## src/dlb_pkg.sv

```systemverilog
// constants for the decimal-adjust, loop-branch and byte-decrement executor
// assumes a single 16-bit core with an 8-bit condition flag byte
package dlb_pkg;

  ////////////////////////////////////////////////////////////////////////////
  // opcode bytes
  localparam logic [7:0] OP_PAGE2 = 8'h18;
  localparam logic [7:0] OP_BCD_ADJ = 8'h07;
  localparam logic [7:0] OP_LOOP = 8'h04;
  localparam logic [7:0] OP_DEC_EXT = 8'h73;
  localparam logic [7:0] OP_DEC_IDX = 8'h63;
  localparam logic [7:0] OP_DEC_A = 8'h43;

  ////////////////////////////////////////////////////////////////////////////
  // loop postbyte fields
  localparam int LPB_OP_HI = 7;
  localparam int LPB_OP_LO = 6;
  localparam int LPB_NE_BIT = 5;
  localparam int LPB_SIGN_BIT = 4;
  localparam logic [1:0] LOOP_DEC = 2'h0;
  localparam logic [1:0] LOOP_TEST = 2'h1;
  localparam logic [1:0] LOOP_INC = 2'h2;
  localparam logic [2:0] SEL_A = 3'h0;
  localparam logic [2:0] SEL_B = 3'h1;
  localparam logic [2:0] SEL_D = 3'h4;
  localparam logic [2:0] SEL_X = 3'h5;
  localparam logic [2:0] SEL_Y = 3'h6;
  localparam logic [2:0] SEL_SP = 3'h7;
  localparam logic [15:0] LOOP_LEN = 16'h0003;

  ////////////////////////////////////////////////////////////////////////////
  // condition flag bit positions
  localparam int FLG_C = 0;
  localparam int FLG_V = 1;
  localparam int FLG_Z = 2;
  localparam int FLG_N = 3;
  localparam int FLG_H = 5;

  ////////////////////////////////////////////////////////////////////////////
  // decimal adjust corrections and reset values
  localparam logic [7:0] BCD_LO_FIX = 8'h06;
  localparam logic [7:0] BCD_HI_FIX = 8'h60;
  localparam logic [3:0] BCD_MAX = 4'h9;
  localparam logic [7:0] BYTE_OVF = 8'h80;
  localparam logic [15:0] RST_WORD = 16'h0000;
  localparam logic [7:0] RST_BYTE = 8'h00;

endpackage : dlb_pkg

```

## src/dlb_loop_if.sv

```systemverilog
// signals between the executor core and its loop counter unit
// assumes both ends sit on the same clock; the unit is purely combinational
`timescale 1ns/100ps
`default_nettype none
interface dlb_loop_if;
  logic [7:0] loop_postbyte;
  logic [7:0] offset;
  logic [15:0] pc_in;
  logic [15:0] cnt_in;
  logic byte_cnt;
  logic [15:0] cnt_out;
  logic take;
  logic [15:0] target;
  logic bad_op;
  modport unit (input loop_postbyte, offset, pc_in, cnt_in, byte_cnt,
                output cnt_out, take, target, bad_op);
  modport core (output loop_postbyte, offset, pc_in, cnt_in, byte_cnt,
                input cnt_out, take, target, bad_op);
endinterface : dlb_loop_if
`default_nettype wire

```

## src/dlb_loop_unit.sv

```systemverilog
// counter modify, zero decision and signed_branch_offset target of a loop primitive
// assumes the core has already picked the counter register
`timescale 1ns/100ps
`default_nettype none
module dlb_loop_unit
  import dlb_pkg::*;
(
  dlb_loop_if.unit lp
);

  logic [15:0] raw;
  logic [15:0] rel;
  logic zero;

  ////////////////////////////////////////////////////////////////////////////
  always_comb
  begin
    lp.bad_op = 1'b0;
    case (lp.loop_postbyte[LPB_OP_HI:LPB_OP_LO])
      LOOP_DEC: raw = lp.cnt_in - 16'h0001; // RULE_03
      LOOP_INC: raw = lp.cnt_in + 16'h0001; // RULE_09
      LOOP_TEST: raw = lp.cnt_in; // RULE_09
      default:
      begin
        raw = lp.cnt_in;
        lp.bad_op = 1'b1;
      end
    endcase
  end

  // byte counters wrap in 8 bits, so only the low byte decides
  assign lp.cnt_out = lp.byte_cnt ? {8'h00, raw[7:0]} : raw;
  assign zero = lp.byte_cnt ? (raw[7:0] == 8'h00) : (raw == 16'h0000);
  assign lp.take = !lp.bad_op && (lp.loop_postbyte[LPB_NE_BIT] ? !zero : zero); // RULE_04
  // bit 4 is the sign of the 9-bit offset, bit 3 unused
  assign rel = {{7{lp.loop_postbyte[LPB_SIGN_BIT]}}, lp.loop_postbyte[LPB_SIGN_BIT],
                lp.offset}; // RULE_07
  assign lp.target = lp.pc_in + LOOP_LEN + rel; // RULE_05

endmodule : dlb_loop_unit
`default_nettype wire

```

## src/dlb_exec.sv

```systemverilog
// executor for decimal adjust, loop branches and byte decrements
// assumes the fetch side presents a whole instruction plus register state
// in one cycle; results appear on registered outputs one edge later
`timescale 1ns/100ps
`default_nettype none
// Notes on behaviour
// RULE_01 - decimal adjust sets n, z, bcd carry
// RULE_02 - add 00, 06, 60 or 66 correction
// RULE_03 - decrement counter, branch when zero
// RULE_04 - decrement counter, branch when nonzero
// RULE_05 - three bytes, 9-bit offset from next
// RULE_06 - opcode 04, postbyte bits 7:6 pick operation
// RULE_07 - bit5 eq/ne, bit4 sign, bit3 ignored
// RULE_08 - bits 2:0 select counter register
// RULE_09 - increment and test forms otherwise identical
// RULE_10 - loop primitives leave flags unchanged
// RULE_11 - memory decrement, opcodes 73 and 63
// RULE_12 - n from bit7, z on zero
// RULE_13 - byte decrements keep carry
// RULE_14 - v set only when operand was 80
// RULE_15 - accumulator a decrement, opcode 43
module dlb_exec
  import dlb_pkg::*;
#(
  parameter int ADDR_W = 16
)
(
  input wire logic mclk,
  input wire logic rst_n,
  input wire logic instr_valid,
  input wire logic [7:0] opcode0,
  input wire logic [7:0] opcode1,
  input wire logic [7:0] opcode2,
  input wire logic [15:0] pc_in,
  input wire logic [7:0] acc_a,
  input wire logic [7:0] acc_b,
  input wire logic [15:0] idx_x,
  input wire logic [15:0] idx_y,
  input wire logic [15:0] stack_pointer_reg,
  input wire logic [7:0] condition_flags,
  input wire logic [7:0] mem_operand,
  output logic done,
  output logic illegal,
  output logic branch_taken,
  output logic [15:0] pc_out,
  output logic [7:0] acc_a_out,
  output logic [7:0] acc_b_out,
  output logic [15:0] idx_x_out,
  output logic [15:0] idx_y_out,
  output logic [15:0] sp_out,
  output logic [7:0] flags_out,
  output logic mem_wr,
  output logic [7:0] mem_wr_data
);

  if (ADDR_W != 16)
  begin : g_bad_width
    $error("dlb_exec serves only a 16-bit address");
  end

  ////////////////////////////////////////////////////////////////////////////
  // decode
  dlb_loop_if lp ();
  dlb_loop_unit u_loop (.lp(lp));

  logic is_bcd_adj;
  logic is_loop;
  logic is_dec_mem;
  logic is_dec_a;
  logic [2:0] sel;

  assign is_bcd_adj = (opcode0 == OP_PAGE2) && (opcode1 == OP_BCD_ADJ); // RULE_01
  assign is_loop = (opcode0 == OP_LOOP); // RULE_06
  assign is_dec_mem = (opcode0 == OP_DEC_EXT) || (opcode0 == OP_DEC_IDX); // RULE_11
  assign is_dec_a = (opcode0 == OP_DEC_A); // RULE_15
  assign sel = opcode1[2:0];

  function automatic logic sel_ok(input logic [2:0] s);
    sel_ok = (s == SEL_A) || (s == SEL_B) || (s == SEL_D) ||
             (s == SEL_X) || (s == SEL_Y) || (s == SEL_SP);
  endfunction : sel_ok

  function automatic logic [15:0] sel_cnt(input logic [2:0] s, input logic [7:0] a,
                                           input logic [7:0] b, input logic [15:0] x,
                                           input logic [15:0] y, input logic [15:0] sp);
    case (s)
      SEL_A: sel_cnt = {8'h00, a};
      SEL_B: sel_cnt = {8'h00, b};
      SEL_D: sel_cnt = {a, b};
      SEL_X: sel_cnt = x;
      SEL_Y: sel_cnt = y;
      SEL_SP: sel_cnt = sp;
      default: sel_cnt = RST_WORD;
    endcase
  endfunction : sel_cnt

  assign lp.loop_postbyte = opcode1;
  assign lp.offset = opcode2;
  assign lp.pc_in = pc_in;
  assign lp.cnt_in = sel_cnt(sel, acc_a, acc_b, idx_x, idx_y, stack_pointer_reg); // RULE_08
  assign lp.byte_cnt = (sel == SEL_A) || (sel == SEL_B);

  logic loop_ok;
  assign loop_ok = is_loop && sel_ok(sel) && !lp.bad_op; // RULE_08

  ////////////////////////////////////////////////////////////////////////////
  // decimal adjust
  logic lo_fix;
  logic hi_fix;
  logic [7:0] bcd_res;
  assign lo_fix = condition_flags[FLG_H] || (acc_a[3:0] > BCD_MAX); // RULE_02
  assign hi_fix = condition_flags[FLG_C] || (acc_a[7:4] > BCD_MAX) ||
                  ((acc_a[7:4] == BCD_MAX) && (acc_a[3:0] > BCD_MAX)); // RULE_02
  assign bcd_res = acc_a + (lo_fix ? BCD_LO_FIX : RST_BYTE) + (hi_fix ? BCD_HI_FIX : RST_BYTE);

  ////////////////////////////////////////////////////////////////////////////
  // byte decrement
  logic [7:0] dec_src;
  logic [7:0] dec_res;
  assign dec_src = is_dec_a ? acc_a : mem_operand;
  assign dec_res = dec_src - 8'h01;

  ////////////////////////////////////////////////////////////////////////////
  // next flags; v of decimal adjust is left as it was (undefined)
  logic [7:0] next_flags;
  always_comb
  begin
    next_flags = condition_flags; // RULE_10
    if (is_bcd_adj)
    begin
      next_flags[FLG_N] = bcd_res[7]; // RULE_01
      next_flags[FLG_Z] = (bcd_res == RST_BYTE); // RULE_01
      next_flags[FLG_C] = hi_fix; // RULE_01
    end
    else if (is_dec_a || is_dec_mem)
    begin
      next_flags[FLG_N] = dec_res[7]; // RULE_12
      next_flags[FLG_Z] = (dec_res == RST_BYTE); // RULE_12
      next_flags[FLG_V] = (dec_src == BYTE_OVF); // RULE_14
    end
  end

  logic known;
  assign known = is_bcd_adj || loop_ok || is_dec_mem || is_dec_a;

  ////////////////////////////////////////////////////////////////////////////
  // register write-back; carry is never touched by decrements
  always_ff @(posedge mclk)
  begin
    if (!rst_n)
    begin
      acc_a_out <= RST_BYTE;
      acc_b_out <= RST_BYTE;
      idx_x_out <= RST_WORD;
      idx_y_out <= RST_WORD;
      sp_out <= RST_WORD;
      flags_out <= RST_BYTE;
    end
    else if (instr_valid)
    begin
      acc_a_out <= acc_a;
      acc_b_out <= acc_b;
      idx_x_out <= idx_x;
      idx_y_out <= idx_y;
      sp_out <= stack_pointer_reg;
      flags_out <= known ? next_flags : condition_flags; // RULE_13
      if (is_bcd_adj)
        acc_a_out <= bcd_res; // RULE_02
      else if (is_dec_a)
        acc_a_out <= dec_res; // RULE_15
      else if (loop_ok)
      begin
        case (sel)
          SEL_A: acc_a_out <= lp.cnt_out[7:0]; // RULE_09
          SEL_B: acc_b_out <= lp.cnt_out[7:0];
          SEL_D:
          begin
            acc_a_out <= lp.cnt_out[15:8];
            acc_b_out <= lp.cnt_out[7:0];
          end
          SEL_X: idx_x_out <= lp.cnt_out;
          SEL_Y: idx_y_out <= lp.cnt_out;
          default: sp_out <= lp.cnt_out;
        endcase
      end
    end
  end

  ////////////////////////////////////////////////////////////////////////////
  // program counter and branch
  always_ff @(posedge mclk)
  begin
    if (!rst_n)
    begin
      pc_out <= RST_WORD;
      branch_taken <= 1'b0;
    end
    else
    begin
      branch_taken <= instr_valid && loop_ok && lp.take; // RULE_03
      if (instr_valid)
        pc_out <= (loop_ok && lp.take) ? lp.target : pc_in + LOOP_LEN; // RULE_05
    end
  end

  ////////////////////////////////////////////////////////////////////////////
  // memory write-back and status pulses
  always_ff @(posedge mclk)
  begin
    if (!rst_n)
    begin
      mem_wr <= 1'b0;
      mem_wr_data <= RST_BYTE;
      done <= 1'b0;
      illegal <= 1'b0;
    end
    else
    begin
      mem_wr <= instr_valid && is_dec_mem; // RULE_11
      if (instr_valid && is_dec_mem)
        mem_wr_data <= dec_res; // RULE_11
      done <= instr_valid && known;
      illegal <= instr_valid && !known; // RULE_08
    end
  end
endmodule : dlb_exec
`default_nettype wire

```

## config.mk

```make
export PLATFORM = sky130hd
export DESIGN_NAME = dlb_exec
export DESIGN_NICKNAME = d
export VERILOG_FILES = /design/src/dlb_pkg.sv /design/src/dlb_loop_if.sv /design/src/dlb_loop_unit.sv /design/src/dlb_exec.sv
export SDC_FILE = /design/constraint.sdc
export NUM_CORES = 1
export LEC_CHECK = 0
export BUFFER_PORTS_ARGS = -buffer_cell sky130_fd_sc_hd__buf_2
export CAP_MARGIN = 20
export CORE_MARGIN = 4
export CORE_UTILIZATION = 45
export DETAILED_ROUTE_END_ITERATION = 10
export PLACE_DENSITY = 0.74
export REMOVE_ABC_BUFFERS = 1
export SYNTH_ARGS = -nofsm -noshare
export SYNTH_HDL_FRONTEND = slang
export SYNTH_SLANG_ARGS = --single-unit
```

## constraint.sdc

```tcl
create_clock -name mclk -period 11.66 [get_ports mclk]
set_clock_uncertainty 0.2 [all_clocks]
set_input_delay 3.498 -clock mclk [delete_from_list [all_inputs] [get_ports mclk]]
set_output_delay 3.498 -clock mclk [all_outputs]
set_load 0.1 [all_outputs]
```

==> results.py <==
metrics = {
    "pwr": {
        "p_int_uw": 673,
        "p_seq_share_pct": 32.1,
        "ir_drop_v": 0.0000788,
        "p_switching_uw": 489,
        "p_clk_share_pct": 27.5,
        "p_leak_nw": 4.14,
        "p_per_area_nw_per_um2": 124,
        "switching_share_pct": 42.1,
        "p_comb_share_pct": 40.4,
    },
    "sta": {
        "fin_tns_setup_ps": 0,
        "setup_viol_count_final": 0,
        "max_clock_freq_mhz": 116,
        "finalHoldViolCount": 0,
        "maxSlewViolCount": 0,
        "rsz0062_at_grt": "no",
        "worst_pin_slew_ps": 1100,
        "slew_headroom_pct": 26.4,
        "fin_crit_sh_pct": 73.8,
        "min_period_ps": 8610,
    },
    "global_routing": {
        "grtUsageTotal_pct": 26.8,
        "antenna_found_initial": 1,
        "grt_pass1_vias": 7822,
        "grt_max_degree": 75,
        "grt_first_pass_wirelength_um": 42900,
        "overflow": 0,
    },
    "worst_setup_path": {
        "required_ps": 11710,
        "r2r_cells": 3,
        "critPathArrivalTime_ps": 8660,
        "start_kind": "input pin",
        "critPathKind": "input pin to flop",
        "worstPathMaxFanout": 35,
        "end_kind": "flop",
    },
    "logic_synthesis": {
        "synthDistinctLibCells": 75,
        "yosys_register_bits": 100,
        "synth_cells": 995,
        "synth_ff_type": "dfxtp_1",
        "synth_top_area_share_pct": 25.6,
        "synth_warnings": 0,
        "postSynth.asyncResetShare_pct": 0,
        "ys_seq_area_share_pct": 25.6,
        "syn-cell-area_um2": 7830,
        "synth_area_leader_cell": "dfxtp_1",
        "ys_top_cells_by_area": "dfxtp_1 26%, mux2i_1 8.2%, nor2_1 6.9%, ha_1 5.9%, nand2_1 4.4%",
        "synth_edf_count": 0,
        "syn_avg_cell_area_um2": 7.87,
    },
    "cells_and_area": {
        "multi_input_area_um2": 5470,
        "drive_above_1_share_pct": 24.3,
        "layout_common_cells": "221 x buf_2, 144 x nor2_1, 100 x dfxtp_1",
        "fin_util_pct": 55.5,
        "fill_cells": 1636,
        "fin_nets": 1337,
        "regArea_um2": 2000,
        "num_antenna_cells": 0,
        "final_common_cell": "buf_2",
        "syn_to_final_growth_pct": 19.2,
    },
    "clock_tree": {
        "cts.sinks": 100,
        "cts_buffer_depth": 2,
        "cts_root_buf": "clkbuf_16",
        "cts_setup_buffers": 0,
        "clkTransAtPathRegs_ps": 70,
        "clk_latency_ps": 350,
        "cts-buffers-inserted": 9,
        "cts_hold_buf": 0,
        "h-tree-depth": 3,
        "cts-resized-gates": 0,
        "cts_tree": "yes",
    },
    "floorplan": {
        "io-pin-count": 223,
        "die_w_um": 140,
        "die_h_um": 140,
        "core_area_um2": 16800,
        "initial_core_util_pct": 46.6,
        "die_area_um2": 19600,
        "rows": 47,
    },
    "routing": {
        "detail_route.wl_per_cell_um": 19.2,
        "wl_um": 26800,
        "routed-via-count": 8226,
        "antenna_left": 0,
        "drc": 0,
        "drtIter0Drc": 673,
        "vias_per_cell": 5.88,
        "drt-pass1-iter-count": 5,
    },
    "placement": {
        "place.gp.congestion": 0.937,
        "port-buffer-count": 222,
        "hpwl_um": 20000,
    },
    "hold_path": {
        "min_path_cells": 2,
        "hold_path.class": "flop to flop",
    },
    "status": {
        "status": "completed",
    },
    "flow_run": {
        "cap_violations": 0,
    },
}
-- layer usage --
metal	share of wire, %	vias to the layer above	track usage [%]	wire length, µm
li1	-	4001	-	-
met1	45	3796	37.6	12000
met2	44	369	41.1	11800
met3	8.5	58	5.96	2290
met4	2.8	2	8.72	749
met5	0.026	-	0	7
-- cell type report --
| cell class | count | share of cell area, % |
|---|---|---|
| Timing Repair Buffer | 234 | 12.9 |
| Multi-Input combinational cell | 806 | 58.6 |
| Tap cell | 220 | 2.95 |
| Inverter | 23 | 0.924 |
| Sequential cell | 100 | 21.4 |
| Clock buffer | 12 | 2.75 |
| Clock inverter | 4 | 0.509 |
-- cell usage after synthesis, types with 12 or more instances --
master,count
nor2_1,144
dfxtp_1,100
nand2_1,91
mux2i_1,64
o21ai_0,55
clkbuf_1,51
a21oi_1,42
nor3_1,38
ha_1,37
a211oi_1,36
xnor2_1,34
a311oi_1,26
nand3_1,24
inv_1,22
and2_1,16
xor2_1,15
mux4_2,12
-- cells by family (layout without fill, tap and decap cells) --
kind of cell	Yosys count	in the layout	synth area share, %
DFF	100	100	25.6
muxes	81	81	12.6
AOI/OAI and AO/OA	251	251	22.3
xor gates and xnor gates	49	49	5.48
and+or+nand+nor	385	385	22.6
adders and majority gates	40	40	6.68
buffers and inverters	89	273	4.81
-- power groups by stage --
stage	Sequential (mW)	Combinational [mW]	Clock, mW
final	0.373	0.470	0.319
after global routing	0.375	0.505	0.337
after CTS	0.373	0.466	0.322
after detailed placement	0.381	0.464	0
after global placement	0.380	0.463	0
after floorplan	0.529	0.192	0
-- state kept, by name (all words and copies together), names as in the netlist, 8 cells and up --
register and count:
idx_x_out 16, idx_y_out 16, pc_out 16, sp_out 16
acc_a_out 8, acc_b_out 8, flags_out 8, mem_wr_data 8
-- critical path, cell delays in order --
cell       delay, ps
buf_2            670
mux4_2           590
a21oi_1          210
inv_1             70
ha_1             420
a211oi_1         290
o21bai_1         150
a21o_1           210
a21o_1           200
a311o_1          320
a31oi_1          360
nand4_1          180
o41a_1           470
a211oi_4         210
buf_4            350
a2111oi_1        110
a311o_1          320
-- final timing paths --
check,from,endpoint,slack [ps]
worst max-delay path,opcode1[0],pc_out[15],3050
worst min-delay path,sp_out[2],sp_out[2],280
worst max register to register,pc_out[15],pc_out[15],10420
worst min register to register,sp_out[2],sp_out[2],280
-- per-stage QoR --
step / setup slack [ps] / power, mW / cells / hold WS, ps / cell area, µm²
global route: 2750 / 1.22 / 1399 / 312 / 9340
global placement: 2860 / 0.843 / 1382 / 267 / 9030
CTS: 3110 / 1.16 / 1398 / 286 / 9330
floorplan: 3650 / 0.721 / 929 / 720 / 7540
finish: 3050 / 1.16 / 1399 / 284 / 9340
detailed placement: 2730 / 0.845 / 1382 / 275 / 9030
Power figures use the tool's default switching activity.
